## src/hdl/seq_pkg.sv

```systemverilog
// Constants and carrier types for the frame, bit and word timing sequencer.
// Function
// Bit counter divides the bit clock by twenty, counts 0 to 19.
// Bit number is one ahead of count: 19 is bit 0, 14 last, 15 dummy.
// Word counter steps once per twenty-count bit counter cycle, frame length selectable up to twenty.
// Word counter advances when the bit counter reaches count 8.
// Serial shift clock is inverted bit clock, suppressed for counts 16 to 19.
// Serial output clock suppressed at counts 16 to 18 and whole sync period.
// Sync period is counts 0-7 of last word plus counts 8-19 of word zero.
// With a shorter frame, the last word reached replaces word nineteen.
// Count 16 gives the pulse that loads shift register and forms parity character.
// Parallel shift clock pulses, in phase with bit clock, at counts 8 and 13.
// Parallel output clock pulses at counts 3, 8, 13, off during sync.
// Count 17 of every word gives the converter start pulse.
// Programmed range comes from a 1-2-4-8 coded switch, code zero unused.
// Word counter is a decade stage then a divide-by-two stage.
// On match with the setting the next advance presets the counter to zero.
// Word advance is a narrow pulse from the fourth stage, not its level.
// Each word count has a gate, plus five-word group gates.
// Serial output clock is inverse bit clock gated off by combined inhibit.
// Select run, time-high, time-low at loads of words 1, 2, 3, else converter.
// Group gates cover words 0-4, 5-9, 10-14 and 15-19.
// Both counters synchronous with enables, reset to zero asynchronously.
package seq_pkg;

  // ==========================================================================
  // Register map.
  localparam logic [7:0] OFS_FRAME  = 8'h00;
  localparam logic [7:0] OFS_RANGE  = 8'h04;
  localparam logic [7:0] OFS_STATUS = 8'h08;

  localparam int UNITS_POS  = 0;
  localparam int TENS_POS   = 4;
  localparam int RMODE_POS  = 4;
  localparam int BITCNT_POS = 0;
  localparam int BITNUM_POS = 8;
  localparam int WORD_POS   = 16;
  localparam int SYNC_POS   = 24;

  localparam logic [3:0] FRAME_UNITS_RST = 4'h9;
  localparam logic [3:0] FRAME_TENS_RST  = 4'h1;
  localparam logic [3:0] RANGE_CODE_RST  = 4'h1;
  localparam logic       RANGE_MODE_RST  = 1'b0;

  // ==========================================================================
  // Counter constants.
  localparam logic [4:0] BIT_LAST   = 5'h13;
  localparam logic [4:0] BIT_ZERO   = 5'h00;
  localparam logic [4:0] C_PAR_A    = 5'h03;
  localparam logic [4:0] C_ADVANCE  = 5'h08;
  localparam logic [4:0] C_PAR_B    = 5'h0d;
  localparam logic [4:0] C_LASTDATA = 5'h0e;
  localparam logic [4:0] C_DUMMY    = 5'h0f;
  localparam logic [4:0] C_LOAD     = 5'h10;
  localparam logic [4:0] C_CONVERT  = 5'h11;
  localparam logic [4:0] C_INH_END  = 5'h12;
  localparam logic [3:0] DECADE_TOP = 4'h9;
  localparam int         WORDS      = 20;
  localparam int         GROUP      = 5;
  localparam int         GROUPS     = 4;

  // ==========================================================================
  // Carrier types.
  typedef enum logic [1:0] {
    SEL_CONVERTER,
    SEL_RUN,
    SEL_TIME_HIGH,
    SEL_TIME_LOW
  } in_sel_e;

  typedef struct packed {
    logic    ser_shift_clk;
    logic    ser_out_clk;
    logic    load_parity_pulse;
    logic    par_shift_clk;
    logic    par_out_clk;
    logic    sync_period;
    in_sel_e in_sel;
  } fmt_s;

  typedef struct packed {
    logic       convert_start_time;
    logic       range_prog;
    logic [3:0] range_sel;
  } adc_s;

endpackage

```

## src/hdl/frame_bit_word_sequencer.sv

```systemverilog
// Bit and word counters with formatter, converter and multiplexer timing decode.
//
// Local design decisions: the APB register port and the register addresses.
`timescale 1ns/1ns
`default_nettype none
module frame_bit_word_sequencer (
  input  wire logic          core_clk,
  input  wire logic          sys_rst,
  input  wire logic          bit_clk_pin,
  input  wire logic          psel,
  input  wire logic          penable,
  input  wire logic          pwrite,
  input  wire logic [31:0]   paddr,
  input  wire logic [31:0]   pwdata,
  output var  logic [31:0]   prdata,
  output var  logic          pready,
  output var  logic          pslverr,
  output var  seq_pkg::fmt_s fmt,
  output var  seq_pkg::adc_s adc,
  output var  logic [19:0]   word_gate,
  output var  logic [3:0]    group_gate
);

  // ==========================================================================
  // Bit clock pin synchroniser and filtered level.
  logic       sync1;
  logic       sync2;
  logic       sync3;
  logic       cl;
  logic [4:0] bit_cnt;
  logic       word_hi;
  logic [3:0] word_bcd;
  logic [3:0] frame_units;
  logic [3:0] frame_tens;
  logic [3:0] range_code;
  logic       range_mode;

  wire        agree   = (sync2 == sync3);
  wire        next_cl = agree ? sync3 : cl;
  wire        step    = next_cl & ~cl;

  always_ff @(posedge core_clk or posedge sys_rst) begin
    if (sys_rst) begin
      sync1 <= 1'b0;
      sync2 <= 1'b0;
      sync3 <= 1'b0;
      cl    <= 1'b0;
    end else begin
      sync1 <= bit_clk_pin;
      sync2 <= sync1;
      sync3 <= sync2;
      cl    <= next_cl;
    end
  end

  // ==========================================================================
  // Counters, both stepped by the bit clock edge as an enable.
  // Divide by twenty.
  wire [4:0]  bit_inc      = 5'(bit_cnt + 5'h01);
  wire [4:0]  next_bit_cnt = !step ? bit_cnt : (bit_cnt == seq_pkg::BIT_LAST) ? seq_pkg::BIT_ZERO : bit_inc;
  // Advance at count 8.
  // Single-cycle advance pulse.
  wire        advance      = step & (next_bit_cnt == seq_pkg::C_ADVANCE);
  // Compare with frame setting.
  // Setting marks the last word.
  wire        last_word    = (word_hi == frame_tens[0]) && (frame_tens[3:1] == 3'h0) && (word_bcd == frame_units);
  wire        decade_wrap  = (word_bcd == seq_pkg::DECADE_TOP);
  // Decade then divide-by-two.
  wire [3:0]  bcd_inc      = decade_wrap ? 4'h0 : 4'(word_bcd + 4'h1);
  wire        hi_inc       = decade_wrap ? ~word_hi : word_hi;
  // Match presets to zero.
  wire [3:0]  next_bcd     = !advance ? word_bcd : last_word ? 4'h0 : bcd_inc;
  wire        next_hi      = !advance ? word_hi : last_word ? 1'b0 : hi_inc;

  // Synchronous counters, asynchronous zero.
  always_ff @(posedge core_clk or posedge sys_rst) begin
    if (sys_rst) begin
      bit_cnt  <= seq_pkg::BIT_ZERO;
      word_bcd <= 4'h0;
      word_hi  <= 1'b0;
    end else begin
      bit_cnt  <= next_bit_cnt;
      word_bcd <= next_bcd;
      word_hi  <= next_hi;
    end
  end

  // ==========================================================================
  // Bit time decode from next values so that the outputs line up.
  wire        n_ge8      = (next_bit_cnt >= seq_pkg::C_ADVANCE);
  wire        n_top      = next_bit_cnt[4];
  wire        n_load     = (next_bit_cnt == seq_pkg::C_LOAD);
  wire        n_conv     = (next_bit_cnt == seq_pkg::C_CONVERT);
  wire        n_c16_18   = n_top && (next_bit_cnt <= seq_pkg::C_INH_END);
  wire        n_c8_13    = (next_bit_cnt == seq_pkg::C_ADVANCE) || (next_bit_cnt == seq_pkg::C_PAR_B);
  wire        n_c3_8_13  = n_c8_13 || (next_bit_cnt == seq_pkg::C_PAR_A);
  wire        n_last     = (next_hi == frame_tens[0]) && (frame_tens[3:1] == 3'h0) && (next_bcd == frame_units);
  wire        n_w0       = ~next_hi && (next_bcd == 4'h0);
  // Sync spans last word counts 0-7 and word zero counts 8-19.
  // Last reached word used in place of nineteen.
  wire        next_sync  = (n_last & ~n_ge8) | (n_w0 & n_ge8);
  // Combined serial output inhibit.
  wire        ser_inhib  = n_c16_18 | next_sync;

  // Input register selection per word.
  wire        n_w1       = ~next_hi && (next_bcd == 4'h1);
  wire        n_w2       = ~next_hi && (next_bcd == 4'h2);
  wire        n_w3       = ~next_hi && (next_bcd == 4'h3);
  wire seq_pkg::in_sel_e next_sel = !n_load ? fmt.in_sel :
                                    n_w1 ? seq_pkg::SEL_RUN :
                                    n_w2 ? seq_pkg::SEL_TIME_HIGH :
                                    n_w3 ? seq_pkg::SEL_TIME_LOW : seq_pkg::SEL_CONVERTER;

  seq_pkg::fmt_s next_fmt;
  seq_pkg::adc_s next_adc;
  // Shift clock off while top stage set.
  assign next_fmt.ser_shift_clk     = ~next_cl & ~n_top;
  // Inverse bit clock gated by inhibit.
  // Suppressed at counts 16 to 18 and sync.
  assign next_fmt.ser_out_clk       = ~next_cl & ~ser_inhib;
  // Load and parity pulse.
  assign next_fmt.load_parity_pulse = n_load;
  // Parallel shift clock pulses.
  assign next_fmt.par_shift_clk     = next_cl & n_c8_13;
  // Parallel output clock pulses.
  assign next_fmt.par_out_clk       = next_cl & n_c3_8_13 & ~next_sync;
  assign next_fmt.sync_period       = next_sync;
  assign next_fmt.in_sel            = next_sel;
  // Conversion start.
  assign next_adc.convert_start_time = n_conv;
  // Programmed range, code zero unused.
  assign next_adc.range_prog        = range_mode && (range_code != 4'h0);
  assign next_adc.range_sel         = range_mode ? range_code : 4'h0;

  // ==========================================================================
  // Word and group gates.
  logic [19:0] next_gate;
  logic [3:0]  next_group;
  genvar gi;
  generate
    // Individual word gates.
    for (gi = 0; gi < seq_pkg::WORDS; gi = gi + 1) begin : g_word
      localparam logic       GHI  = (gi >= 10);
      localparam logic [3:0] GBCD = 4'(gi % 10);
      assign next_gate[gi] = (next_hi == GHI) && (next_bcd == GBCD);
    end
    // Five-word group gates.
    for (gi = 0; gi < seq_pkg::GROUPS; gi = gi + 1) begin : g_group
      assign next_group[gi] = |next_gate[gi*seq_pkg::GROUP +: seq_pkg::GROUP];
    end
  endgenerate

  always_ff @(posedge core_clk or posedge sys_rst) begin
    if (sys_rst) begin
      fmt        <= '0;
      adc        <= '0;
      word_gate  <= 20'h00001;
      group_gate <= 4'h1;
    end else begin
      fmt        <= next_fmt;
      adc        <= next_adc;
      word_gate  <= next_gate;
      group_gate <= next_group;
    end
  end

  // ==========================================================================
  // APB slave, one access cycle, answer at the first access edge.
  wire        setup    = psel & ~penable;
  wire        wr_done  = psel & penable & pready & pwrite;
  wire        hit_fr   = (paddr[31:0] == {24'h0, seq_pkg::OFS_FRAME});
  wire        hit_rg   = (paddr[31:0] == {24'h0, seq_pkg::OFS_RANGE});
  wire        hit_st   = (paddr[31:0] == {24'h0, seq_pkg::OFS_STATUS});
  wire        hit      = hit_fr | hit_rg | hit_st;
  wire [4:0]  bit_num  = (bit_cnt == seq_pkg::BIT_LAST) ? seq_pkg::BIT_ZERO : bit_inc;
  wire [31:0] rd_fr    = {24'h0, frame_tens, frame_units};
  wire [31:0] rd_rg    = {27'h0, range_mode, range_code};
  // Bit number one ahead of count.
  wire [31:0] rd_st    = {7'h0, fmt.sync_period, 3'h0, word_hi, word_bcd, 3'h0, bit_num, 3'h0, bit_cnt};
  wire [31:0] rd_val   = hit_fr ? rd_fr : hit_rg ? rd_rg : hit_st ? rd_st : 32'h0;

  always_ff @(posedge core_clk or posedge sys_rst) begin
    if (sys_rst) begin
      pready  <= 1'b0;
      pslverr <= 1'b0;
      prdata  <= 32'h0;
    end else begin
      pready  <= setup;
      pslverr <= setup & ~hit;
      prdata  <= (setup & ~pwrite) ? rd_val : 32'h0;
    end
  end

  always_ff @(posedge core_clk or posedge sys_rst) begin
    if (sys_rst) begin
      frame_units <= seq_pkg::FRAME_UNITS_RST;
      frame_tens  <= seq_pkg::FRAME_TENS_RST;
      range_code  <= seq_pkg::RANGE_CODE_RST;
      range_mode  <= seq_pkg::RANGE_MODE_RST;
    end else begin
      if (wr_done && hit_fr) begin
        frame_units <= pwdata[seq_pkg::UNITS_POS +: 4];
        frame_tens  <= pwdata[seq_pkg::TENS_POS +: 4];
      end
      if (wr_done && hit_rg) begin
        range_code <= pwdata[3:0];
        range_mode <= pwdata[seq_pkg::RMODE_POS];
      end
    end
  end

endmodule // frame_bit_word_sequencer
`default_nettype wire

```

## config.mk

```make
export PLATFORM = sky130hd
export DESIGN_NAME = frame_bit_word_sequencer
export DESIGN_NICKNAME = d
export VERILOG_FILES = /design/src/hdl/seq_pkg.sv /design/src/hdl/frame_bit_word_sequencer.sv
export SDC_FILE = /design/constraint.sdc
export NUM_CORES = 1
export LEC_CHECK = 0
export BUFFER_PORTS_ARGS = -buffer_cell sky130_fd_sc_hd__clkbuf_2
export CAP_MARGIN = 40
export CORE_MARGIN = 2
export CORE_UTILIZATION = 54
export DETAILED_ROUTE_END_ITERATION = 7
export PLACE_DENSITY = 0.88
export REMOVE_ABC_BUFFERS = 1
export SYNTH_ARGS = -nofsm -noshare
export SYNTH_HDL_FRONTEND = slang
export SYNTH_SLANG_ARGS = --single-unit
```

## constraint.sdc

```tcl
create_clock -name core_clk -period 4.7 [get_ports core_clk]
set_clock_uncertainty 0.05 [all_clocks]
set_input_delay 0.94 -clock core_clk [delete_from_list [all_inputs] [get_ports core_clk]]
set_output_delay 0.94 -clock core_clk [all_outputs]
set_load 0.01 [all_outputs]
```

* Word level (Yosys, flattened, before mapping) *
Cells that the tools add are included.

word-level totals
  input bits = 70
  bits in latches = 0
  ROM bits = 0
  register bits = 92
  output and inout port bits = 72
  memories kept = 0
  logic and storage cells = 138
  RAM bits = 0

operators by class
  magnitude comparators = 2
  multipliers = 0
  shift-type cells = 0
  add/subtract/negate cells = 2
  equality and inequality tests = 23
  divide/modulo/power cells = 0
  bitwise operators = 30
  reductions and logical operators = 38
  muxes and demuxes = 17

operators by type and width
  operator                                                                             number
  25-bit two-way mux                                                                   4
  32-bit by 3-bit == test with 1-bit output, second input constant                     1
  32-bit by 4-bit == test with 1-bit output, second input constant                     1
  32-bit zero test                                                                     1
  1-bit logical AND                                                                    28
  5-bit OR reduction                                                                   4
  4-bit by 3-bit == test with 1-bit output, second input constant                      4
  4-bit two-way mux                                                                    4
  1-bit bitwise AND                                                                    15
  5-bit == test, second input constant                                                 3
  4-bit == test, second input constant                                                 3
  1-bit inverter                                                                       11
  5-bit by 4-bit == test with 1-bit output, second input constant                      2
  5-bit two-way mux                                                                    2
  4-bit by 2-bit == test with 1-bit output, second input constant                      2
  4-bit == test                                                                        2
  2-bit two-way mux                                                                    3
  5-bit by 1-bit adder with 5-bit output, second input constant                        1
  5-bit by 2-bit == test with 1-bit output, second input constant                      1
  5-bit by 4-bit greater-or-equal comparator with 1-bit output, second input constant  1
  5-bit less-or-equal comparator, second input constant                                1
  4-bit by 1-bit adder with 4-bit output, second input constant                        1
  4-bit by 1-bit == test with 1-bit output, second input constant                      1
  4-bit zero test                                                                      1
  6 further kinds                                                                      15

* Longest topological paths before layout *
Gate-level depths: netlist (run 1).

  word-level depth = 15
  gate-level depth with buffers = 10
  depth with buffers taken out = 9

* Worst setup path after synthesis (run 1) *
Ideal clock, no wire load.

  kind = input to register
  start = in paddr[19]
  end = reg frame_tens[1]
  data arrival time = 2.690 ns
  data required time = 4.523 ns
  library setup time = 0.127 ns
  buffers on the path = 2
  slack = 1.832 ns
  cell stages on the path = 7
  cells stage by stage = nor4_1 > nand4_1 > or3_1 > clkbuf_1 > or3_1 > clkbuf_1 > mux2_1

on the way
  word-level cells in the longest chain between the ends = 2

ends and longest elaborated chain
  what                  line                             RTL
  from (decl)           frame_bit_word_sequencer.sv:13   input wire logic [31:0] paddr,
  32-bit zero test      frame_bit_word_sequencer.sv:171  wire hit_fr = (paddr[31:0] == {24'h0, seq_pkg::OFS_FRAME});
  1-bit logical AND     frame_bit_word_sequencer.sv:201  if (wr_done && hit_fr) begin
  to (signal assigned)  frame_bit_word_sequencer.sv:197  frame_tens <= seq_pkg::FRAME_TENS_RST;
  to (signal assigned)  frame_bit_word_sequencer.sv:203  frame_tens <= pwdata[seq_pkg::TENS_POS +: 4];
  to (decl)             frame_bit_word_sequencer.sv:34   logic [3:0] frame_tens;

No other way between the ends.
A chain may end at the register's enable or synchronous reset.

==> results by group, run 1 <==
Setup path
  – Internal reg-to-reg setup slack: 1390 ps
  – CP Cell Sequence: ha_1 > and4bb_2 > o31ai_4 > a21oi_4 > mux2i_4 > xnor2_1 > a2111oi_2 > a211oi_1
  – Slowest cell on crit path: dfrtp_1
  – WP data arrival: 3470 ps
  – Max incr delay on CP: 610 ps
  – CP startpoint kind: register
  – CP Data Required Time: 4870 ps
  – R2R cell count: 8
  – Critical path type: register to register
  – Crit end category: register
  – Worst Path Max Fanout: 13
  – Reg2reg end: fmt[3]$_DFF_PP0_
  – Worst setup path startpoint: bit_cnt[0]$_DFF_PP0_
  – R2r startpoint: bit_cnt[0]$_DFF_PP0_

Worst hold path
  – Hold Path Depth: 0
  – Hold_sp: sync1$_DFF_PP0_
  – Worst hold path class: register to register
  – Hold EP: sync2$_DFF_PP0_

Place
  – Final HPWL DP: 6310 um
  – GPL Wtd Cong: 0.910
  – Port buffer count: 104
  – Dpl cells: 552

Timing
  – Final Max Tran Viols: 0
  – Hold Vio Cnt, Final: 0
  – Final Setup Violations: 0
  – Crit share post-route: 70.4%
  – Setup TNS: 0 ps
  – Worst-margin pin slew: 788 ps
  – Final min period: 3310 ps
  – Slew HR: 47.4%
  – RSZ-0062 raised after global routing: false
  – FMAX: 0.302 GHz

Floorplan
  – # IOs: 142
  – Initial core utilization: 55.4%
  – Die W: 90.1 um
  – Die Ht: 90.1 um
  – Die area: 8110 sq um
  – # rows: 31
  – Core ar.: 7210 sq um

Clock network
  – Hold_buf cts: 0
  – Gates resized, CTS repair: 0
  – CTS sink count: 86
  – Clk root buf: clkbuf_8
  – CTS H-tree depth: 3
  – Setup Fix Bufs, Post-CTS: 0
  – Reg clk slew, reported paths: 90 ps
  – Cts bufs inserted: 9
  – Clock tree buffer depth: 2
  – CTS tree: built
  – Worst skew pair latency: 360 ps

Route
  – DRT Pass-1 Iters: 5
  – Routed WL: 8530 um
  – DR vias: 3015
  – Iter 0 DRT Violations: 175
  – Drt wl/cell: 15.0 um
  – Antenna viol nets, final: 0
  – # DRC: 0
  – Via/cell ratio: 5.31

Synthesis
  – Distinct cells, synth: 64
  – Number of synthesized flops with an enable pin: 0
  – FFs w/ async S/R, synth: 100%
  – Synthesized cell area: 4000 sq um
  – FF+latch count, synth: 86
  – Yosys warns: 0
  – Main flop type after synthesis: dfrtp_1
  – Syn_area_per_cell: 11.1 sq um
  – Cells after Synth: 360
  – Sequential element share of the synthesized area: 54.0%

Global route
  – Largest net degree at the start of global routing: 50
  – M3 GR Usage: 5.45%
  – First-pass GRT wire length: 14400 um
  – GRT busiest layer: met2
  – Vias in the first global route: 3050
  – Routing usage on met1: 27.1%
  – Gr usage total: 22.2%
  – Grt ovf: 0
  – Initial antenna violation count: 0
  – Met2 global-route usage: 36.7%

Power and ir drop
  – Peak VDD IR: 0.219 mV
  – Leakage Power: 2.42 nW
  – PwrDens: 343 nW/um^2

Final layout
  – NumNets Final: 537
  – Final cell count without fillers: 568
  – Syn-to-layout area delta: 18.6%
  – N_diodes: 0
  – Layout cell share with drive strength beyond 1: 32.6%

Run
  – Max Cap Violations: 0

Status
  – Status: complete, no violations
per-layer routing:
layer	part of all wire (%)	wire, um
met4	3.2	276
met1	42	3570
met5	0	0
met3	4.7	402
met2	50	4280
power breakdown:
group	switching (mW)	internal [mW]
clock network	0.271	0.225
registers	0.0674	0.770
logic	0.172	0.122
total	0.510	1.12
worst max path at each step:
| stage | to | slack [ps] | cells past startpoint |
|---|---|---|---|
| 2_1_floorplan | adc[0]$_DFF_PP0_ | 1500 | 1 |
| 3_3_place_gp | fmt[3]$_DFF_PP0_ | 1550 | 8 |
| 3_5_place_dp | fmt[3]$_DFF_PP0_ | 1490 | 8 |
| 4_1_cts | fmt[3]$_DFF_PP0_ | 1430 | 8 |
| 5_1_grt | fmt[6]$_DFF_PP0_ | 1270 | 8 |
| 6_report | fmt[3]$_DFF_PP0_ | 1390 | 8 |
sequential cells by signal (all words and copies together), names as in the netlist:
signal,cells
word_gate,20
word_hi,1
sync3,1
adc,6
range_code,4
pready,1
cl,1
fmt,8
sync2,1
group_gate,4
frame_tens,4
frame_units,4
bit_cnt,5
word_bcd,4
range_mode,1
pslverr,1
sync1,1
prdata,19
cells in the mapped netlist (7+ instances only):
| cell type | number | area share [%] |
|---|---|---|
| a21oi_1 | 18 | 2.3 |
| clkbuf_1 | 7 | 0.66 |
| xnor2_1 | 7 | 1.5 |
| nand3_1 | 9 | 1.1 |
| and2_1 | 16 | 2.5 |
| buf_4 | 14 | 2.6 |
| inv_1 | 15 | 1.4 |
| mux2_1 | 13 | 3.7 |
| nor4_1 | 8 | 1.3 |
| nor2_1 | 37 | 3.5 |
| nand2_1 | 20 | 1.9 |
| dfrtp_1 | 80 | 50 |
layout by cell type (no fill, tap or decap), types with 4 or more instances in the layout:
| master | instances |
|---|---|
| mux2_1 | 13 |
| and2_1 | 16 |
| clkbuf_2 | 104 |
| o21ai_0 | 5 |
| nor2_1 | 37 |
| nand4_1 | 6 |
| nand2b_1 | 6 |
| conb_1 | 13 |
| clkbuf_8 | 11 |
| nand2_1 | 20 |
| xnor2_1 | 7 |
| a21oi_1 | 18 |
| nand3_1 | 9 |
| nor3_1 | 6 |
| dfrtp_1 | 80 |
| a211oi_1 | 5 |
| inv_1 | 14 |
| mux2i_1 | 6 |
| nor4_1 | 8 |
| dfstp_2 | 6 |
| nor2b_1 | 4 |
| xor2_1 | 5 |
kinds of logic after synthesis:
group / count (synthesis) / share of synthesized area, %
muxes: 21 / 6.29
AOI/OAI and AO/OA: 58 / 10.9
and+or+nand+nor: 136 / 19.4
buffers and inverters: 42 / 5.54
DFF: 86 / 54.0
xor gates and xnor gates: 12 / 2.63
adders and majority gates: 4 / 1.19
other: 1 / 0.0938
worst max-delay path, delay by kind of cell, from the launching register on:
family          cells  cell delay, ps
flops               1             610
fa+ha+maj           1             570
compound gates      4            1070
simple gates        1             400
xor+xnor            1             120
mux                 1             360
per-stage QoR:
stage               cell area, sq um  hold WS, ps  setup WS (ps)  utilization (%)  total power [mW]
finish                          4740          304           1390             65.7              1.63
global route                    4740          329           1270             65.7              1.71
CTS                             4740          307           1430             65.7              1.63
detailed placement              4550          295           1490             63.0              1.14
global placement                4550          288           1550             63.0              1.12
floorplan                       3890          281           1500                -              1.04
cell type report:
type,count,area (sq um)
multi-input cells,244,1660
flip-flops and latches,86,2160
well taps,99,124
repair buffers,106,536
clock buffers,11,151
fillers,584,2470
inverters,17,65.1
clock inverters,5,42.5
(Power assumes the default switching activity.)
==> run 2: changes to the inputs <==
--- a/config.mk
+++ b/config.mk
@@ -5,12 +5,13 @@
 export SDC_FILE = /design/constraint.sdc
 export NUM_CORES = 1
 export LEC_CHECK = 0
+export ABC_AREA = 1
 export BUFFER_PORTS_ARGS = -buffer_cell sky130_fd_sc_hd__clkbuf_2
 export CAP_MARGIN = 40
 export CORE_MARGIN = 2
-export CORE_UTILIZATION = 54
+export CORE_UTILIZATION = 50
 export DETAILED_ROUTE_END_ITERATION = 7
-export PLACE_DENSITY = 0.88
+export PLACE_DENSITY = 0.82
 export REMOVE_ABC_BUFFERS = 1
 export SYNTH_ARGS = -nofsm -noshare
 export SYNTH_HDL_FRONTEND = slang
==> constraint.sdc (replaced) <==
create_clock -name core_clk -period 3.3 [get_ports core_clk]
set_clock_uncertainty 0.05 [all_clocks]
set_input_delay 0.66 -clock core_clk [delete_from_list [all_inputs] [get_ports core_clk]]
set_output_delay 0.66 -clock core_clk [all_outputs]
set_load 0.01 [all_outputs]
==> results by group, run 2 <==
Synthesis
  – Synth cell count leaders: 95 x nand2_1, 80 x dfrtp_1, 72 x inv_1
  – Count leader, synth: nand2_1
  – Synth top area share: 49.0%
  – Dominant cells by area after synthesis: dfrtp_1 49%, nand2_1 8.7%, inv_1 6.6%
  – Yosys warns: 0
  – Sequential element share of the synthesized area: 52.8%
  – Yosys top cell by area: dfrtp_1
  – Number of synthesized flops with an enable pin: 0
  – Cells after Synth: 476
  – Synthesized cell area: 4090 sq um
  – FF+latch count, synth: 86
  – FFs w/ async S/R, synth: 100%
  – Distinct cells, synth: 33
  – Main flop type after synthesis: dfrtp_1
  – Syn_area_per_cell: 8.59 sq um

Final layout
  – Most common cell after layout, fill and taps aside: clkbuf_2
  – Layout cell share with drive strength beyond 1: 28.8%
  – Most frequent cells in the layout: 104 x clkbuf_2, 95 x nand2_1, 80 x dfrtp_1, 71 x inv_1, 52 x nor2_1
  – Flip-flop count of the largest register after layout: 20
  – Syn-to-layout area delta: 20.1%
  – N_diodes: 0
  – Reg with most FFs: word_gate
  – Final core utilization: 62.9%
  – Finished layout cell area: 4910 sq um
  – Layout filler cell count: 654
  – NumNets Final: 661
  – Biggest regs: word_gate: 20 flops, prdata: 19 flops, fmt: 8 flops
  – Reg area: 2160 sq um
  – Multi-input logic area: 1550 sq um

Floorplan
  – # IOs: 142
  – Die Ht: 94.4 um
  – Core ar.: 7810 sq um
  – Die area: 8910 sq um
  – Die W: 94.4 um
  – Initial core utilization: 52.4%
  – # rows: 32

Setup path
  – Critical path type: register to register
  – CP startpoint kind: register
  – WP data arrival: 2760 ps
  – CP Data Required Time: 3500 ps
  – Worst Path Max Fanout: 7
  – Crit end category: register

Timing
  – Crit share post-route: 77.4%
  – Worst-margin pin slew: 663 ps
  – FMAX: 0.391 GHz
  – Final Max Tran Viols: 0
  – Hold Vio Cnt, Final: 0
  – Setup TNS: 0 ps
  – Final Setup Violations: 0
  – Slew HR: 55.8%
  – Final min period: 2560 ps
  – Worst hold slack: 299 ps
  – RSZ-0062 raised after global routing: false

Status
  – Status: complete, no violations

Place
  – Final HPWL DP: 6890 um
  – Dpl cell area: 4700 sq um
  – GPL Wtd Cong: 0.880
  – Port buffer count: 104

Global route
  – Vias in the first global route: 3326
  – Largest net degree at the start of global routing: 49
  – First-pass GRT wire length: 15000 um
  – Gr usage total: 21.9%
  – Grt ovf: 0
  – Initial antenna violation count: 0

Route
  – DRT Pass-1 Iters: 7
  – # DRC: 0
  – Routed WL: 9150 um
  – Iter 0 DRT Violations: 169
  – Via/cell ratio: 5.01
  – Drt wl/cell: 13.2 um
  – DR vias: 3479
  – Antenna viol nets, final: 0

Clock network
  – CTS sink count: 86
  – Clock tree buffer depth: 2
  – Hold_buf cts: 0
  – Cts bufs inserted: 9
  – CTS tree: built
  – Reg clk slew, reported paths: 90 ps
  – Worst skew pair latency: 370 ps
  – Setup Fix Bufs, Post-CTS: 0
  – Gates resized, CTS repair: 0
  – CTS H-tree depth: 3
  – Clk root buf: clkbuf_8

Run
  – Max Cap Violations: 0

Power and ir drop
  – PwrDens: 556 nW/um^2
  – Peak VDD IR: 0.338 mV
  – Pwr Total: 2.73 mW
  – Leakage Power: 2.83 nW

Worst hold path
  – Worst hold path class: input pin to asynchronous set/reset pin
[run 2: kinds of logic (layout without fill, tap and decap cells)]
group | count (synthesis) | count (layout) | synth area share [%]
AO/OA/AOI/OAI | 39 | 39 | 5.82
XOR/XNOR | 3 | 3 | 0.643
adder cells (fa/ha/maj) | 3 | 3 | 0.918
buffers and inverters | 97 | 202 | 10.4
flip-flops | 86 | 86 | 52.8
other | 1 | 13 | 0.0917
AND/OR/NAND/NOR | 247 | 247 | 29.3
[run 2: final timing paths]
kind / slack, ps / depth (start not counted) / startpoint / to
worst min-delay path: 300 / 2 / sys_rst / bit_cnt[3]$_DFF_PP0_
worst min register to register: 310 / 0 / sync1$_DFF_PP0_ / sync2$_DFF_PP0_
worst max register to register: 740 / 18 / bit_cnt[0]$_DFF_PP0_ / fmt[6]$_DFF_PP0_
max in group asynchronous: 2170 / 3 / sys_rst / frame_tens[0]$_DFFE_PP1P_
min in group core_clk: 310 / 0 / sync1$_DFF_PP0_ / sync2$_DFF_PP0_
worst max-delay path: 740 / 18 / bit_cnt[0]$_DFF_PP0_ / fmt[6]$_DFF_PP0_
[run 2: area by class of cell]
cell class / count / share of cell area, %
clock inverter: 6 / 1.76
multi-input combinational: 305 / 31.5
tap: 102 / 2.60
timing repair buffer: 107 / 11.3
inverter: 79 / 6.22
sequential: 86 / 44.0
clock buffer: 10 / 2.60
[run 2: stage by stage]
| stage | cells | setup WS [ps] |
|---|---|---|
| 6_report | 695 | 745 |
| 5_1_grt | 695 | 483 |
| 4_1_cts | 695 | 769 |
| 3_5_place_dp | 679 | 682 |
| 3_3_place_gp | 679 | 764 |
| 2_1_floorplan | 470 | 378 |
[run 2: routing by layer]
metal | part of all wire, % | vias to the layer above | track usage (%) | routed length, um
met5 | 0 | - | 0 | 0
met4 | 2.3 | 0 | 10.3 | 213
met3 | 6.3 | 18 | 4.15 | 573
met2 | 53 | 126 | 38.4 | 4830
met1 | 39 | 1635 | 26.0 | 3530
li1 | - | 1700 | - | -
[run 2: power breakdown]
group	internal [mW]	total (mW)	leakage [nW]	switching, mW
combinational	0.231	0.709	1.59	0.479
sequential	1.14	1.22	1.14	0.0762
clock	0.426	0.800	0.107	0.374
[run 2: worst max-delay path, stage by stage (launching register included)]
cell,delay [ps]
dfrtp_1,450
ha_1,240
nand2_1,70
inv_1,60
nand2_2,100
nand2_1,110
nand2_1,60
nand2_2,110
nand3_2,100
nor2_4,180
nand2_4,100
nand2_2,90
nand2_2,100
inv_4,110
nand2_4,90
nor2_2,110
nand3_1,80
nand2_1,160
nor2_1,60
==> run 3: changes to the inputs <==
==> constraint.sdc (replaced) <==
create_clock -name core_clk -period 2.6 [get_ports core_clk]
set_clock_uncertainty 0.05 [all_clocks]
set_input_delay 0.52 -clock core_clk [delete_from_list [all_inputs] [get_ports core_clk]]
set_output_delay 0.52 -clock core_clk [all_outputs]
set_load 0.01 [all_outputs]
==> results by group, run 3 (synthesized netlist as in run 2, its figures left out) <==
Place
  – GPL Wtd Cong: 0.872
  – Dpl cells: 681
  – Port buffer count: 104
  – Final HPWL DP: 6940 um
  – DP Worst Slack: 121 ps

Final layout
  – Final cell count without fillers: 702
  – N_diodes: 0
  – Reg with most FFs: word_gate
  – Biggest regs: word_gate: 20 flops, prdata: 19 flops, fmt: 8 flops
  – Layout cell share with drive strength beyond 1: 31.2%
  – Layout filler cell count: 677
  – NumNets Final: 668
  – Syn-to-layout area delta: 21.9%
  – Most frequent cells in the layout: 104 x clkbuf_2, 91 x nand2_1, 79 x dfrtp_1, 71 x inv_1, 49 x nor2_1
  – Most common cell after layout, fill and taps aside: clkbuf_2
  – Flip-flop count of the largest register after layout: 20

Timing
  – Setup TNS: 0 ps
  – Hold Vio Cnt, Final: 0
  – Final Setup Violations: 0
  – Final min period: 2390 ps
  – Crit share post-route: 91.7%
  – RSZ-0062 raised after global routing: true
  – Final WS setup: 215 ps
  – FMAX: 0.419 GHz
  – Final Max Tran Viols: 0
  – Worst hold slack: 89.7 ps

Route
  – Drt wl/cell: 13.2 um
  – Iter 0 DRT Violations: 200
  – Routed WL: 9260 um
  – DR vias: 3506
  – # DRC: 0
  – Via/cell ratio: 4.99
  – Antenna viol nets, final: 0
  – DRT Pass-1 Iters: 4

Setup path
  – Critical path type: register to register
  – Max incr delay on CP: 420 ps
  – Slowest cell on crit path: dfrtp_1
  – Worst Path Max Fanout: 10
  – Internal reg-to-reg setup slack: 210 ps
  – CP Cell Sequence: ha_4 > nand2_1 > inv_1 > nand2_4 > nand2_2 > nand2_1 > nand2_2 > nand3_2 > nor2_4 > nand2_4 > nand2_1 > nand2_1 > buf_6 > nand3_1 > nand2_1 > nor2_1 > nand2_1
  – Reg2reg end: group_gate[3]$_DFF_PP0_
  – R2r startpoint: bit_cnt[0]$_DFF_PP0_
  – R2R cell count: 17
  – CP startpoint kind: register
  – WP data arrival: 2590 ps
  – CP Data Required Time: 2810 ps
  – CP dominant cell by count: nand2_1
  – Crit end category: register

Power and ir drop
  – PwrDens: 681 nW/um^2
  – Peak VDD IR: 0.423 mV
  – Pwr Total: 3.39 mW
  – Leakage Power: 2.87 nW

Clock network
  – Hold_buf cts: 0
  – Reg clk slew, reported paths: 90 ps
  – CTS tree: built
  – CTS H-tree depth: 3
  – CTS sink count: 86
  – Worst skew pair latency: 360 ps
  – Cts bufs inserted: 9
  – Clk root buf: clkbuf_8
  – Clock tree buffer depth: 2

Worst hold path
  – Worst hold path class: input pin to asynchronous set/reset pin

Floorplan
  – Die area: 8910 sq um
  – Die W: 94.4 um
  – # IOs: 142
  – Initial core utilization: 52.4%
  – Die Ht: 94.4 um
  – Core ar.: 7810 sq um
  – # rows: 32

Global route
  – Gr usage total: 21.8%
  – Grt ovf: 0
  – Initial antenna violation count: 0
  – Vias in the first global route: 3491
  – Largest net degree at the start of global routing: 43
  – First-pass GRT wire length: 15100 um

Status
  – Status: complete, no violations

Run
  – Max Cap Violations: 0
==> run 3: changes by cell type in the layout (fill, tap and decap cells not counted), moves of 3 or more <==
cell / change
nor2_2: +3
nor2_1: -3
buf_4: +5
nand2_2: +3
nand2_1: -4
==> run 3: per-stage QoR <==
step | util (%) | cell area (sq um)
after CTS | 62.6 | 4890
after global placement | 60.3 | 4710
final | 63.8 | 4980
after floorplan | - | 4010
after global routing | 63.8 | 4980
after detailed placement | 60.3 | 4710
==> run 3: how the worst max path moves through the flow <==
stage / from / end / slack (ps)
finish: bit_cnt[0]$_DFF_PP0_ / group_gate[3]$_DFF_PP0_ / 210
global placement: bit_cnt[0]$_DFF_PP0_ / fmt[3]$_DFF_PP0_ / 190
CTS: bit_cnt[0]$_DFF_PP0_ / fmt[3]$_DFF_PP0_ / 110
global route: bit_cnt[0]$_DFF_PP0_ / fmt[3]$_DFF_PP0_ / -40
floorplan: sys_rst / adc[0]$_DFF_PP0_ / -180
detailed placement: bit_cnt[0]$_DFF_PP0_ / fmt[3]$_DFF_PP0_ / 120
==> run 3: layer usage <==
| layer | global-route usage (%) | share of wire [%] |
|---|---|---|
| met3 | 4.63 | 6.8 |
| met4 | 10.3 | 2.4 |
| met1 | 26.0 | 39 |
| met5 | 0 | 0 |
| met2 | 37.7 | 52 |
==> run 3: timing repair <==
item | in CTS | in global routing
hold endpoints to repair | 0 | 0
buffers inserted | 0 | 5
setup endpoints to repair | 0 | 23
resized for setup | 0 | 13
==> run 3: final cells by class <==
type | count | area [sq um] | area share, %
multi-input cells | 305 | 1580 | 31.8
flip-flops and latches | 86 | 2160 | 43.4
inverters | 79 | 308 | 6.18
clock buffers | 12 | 155 | 3.11
well taps | 102 | 128 | 2.56
clock inverters | 4 | 22.5 | 0.452
repair buffers | 114 | 624 | 12.5
==> run 3: worst max-delay path: cells and delay by family (launching register included) <==
kind	cells	cell delay, ps
simple gates	14	1380
fa+ha+maj	1	170
buf+inv	2	270
flops	1	420
==> run 3: power by group <==
part / internal, mW / switching (mW) / total [mW]
registers: 1.45 / 0.100 / 1.55
clock network: 0.395 / 0.456 / 0.850
logic: 0.342 / 0.648 / 0.990
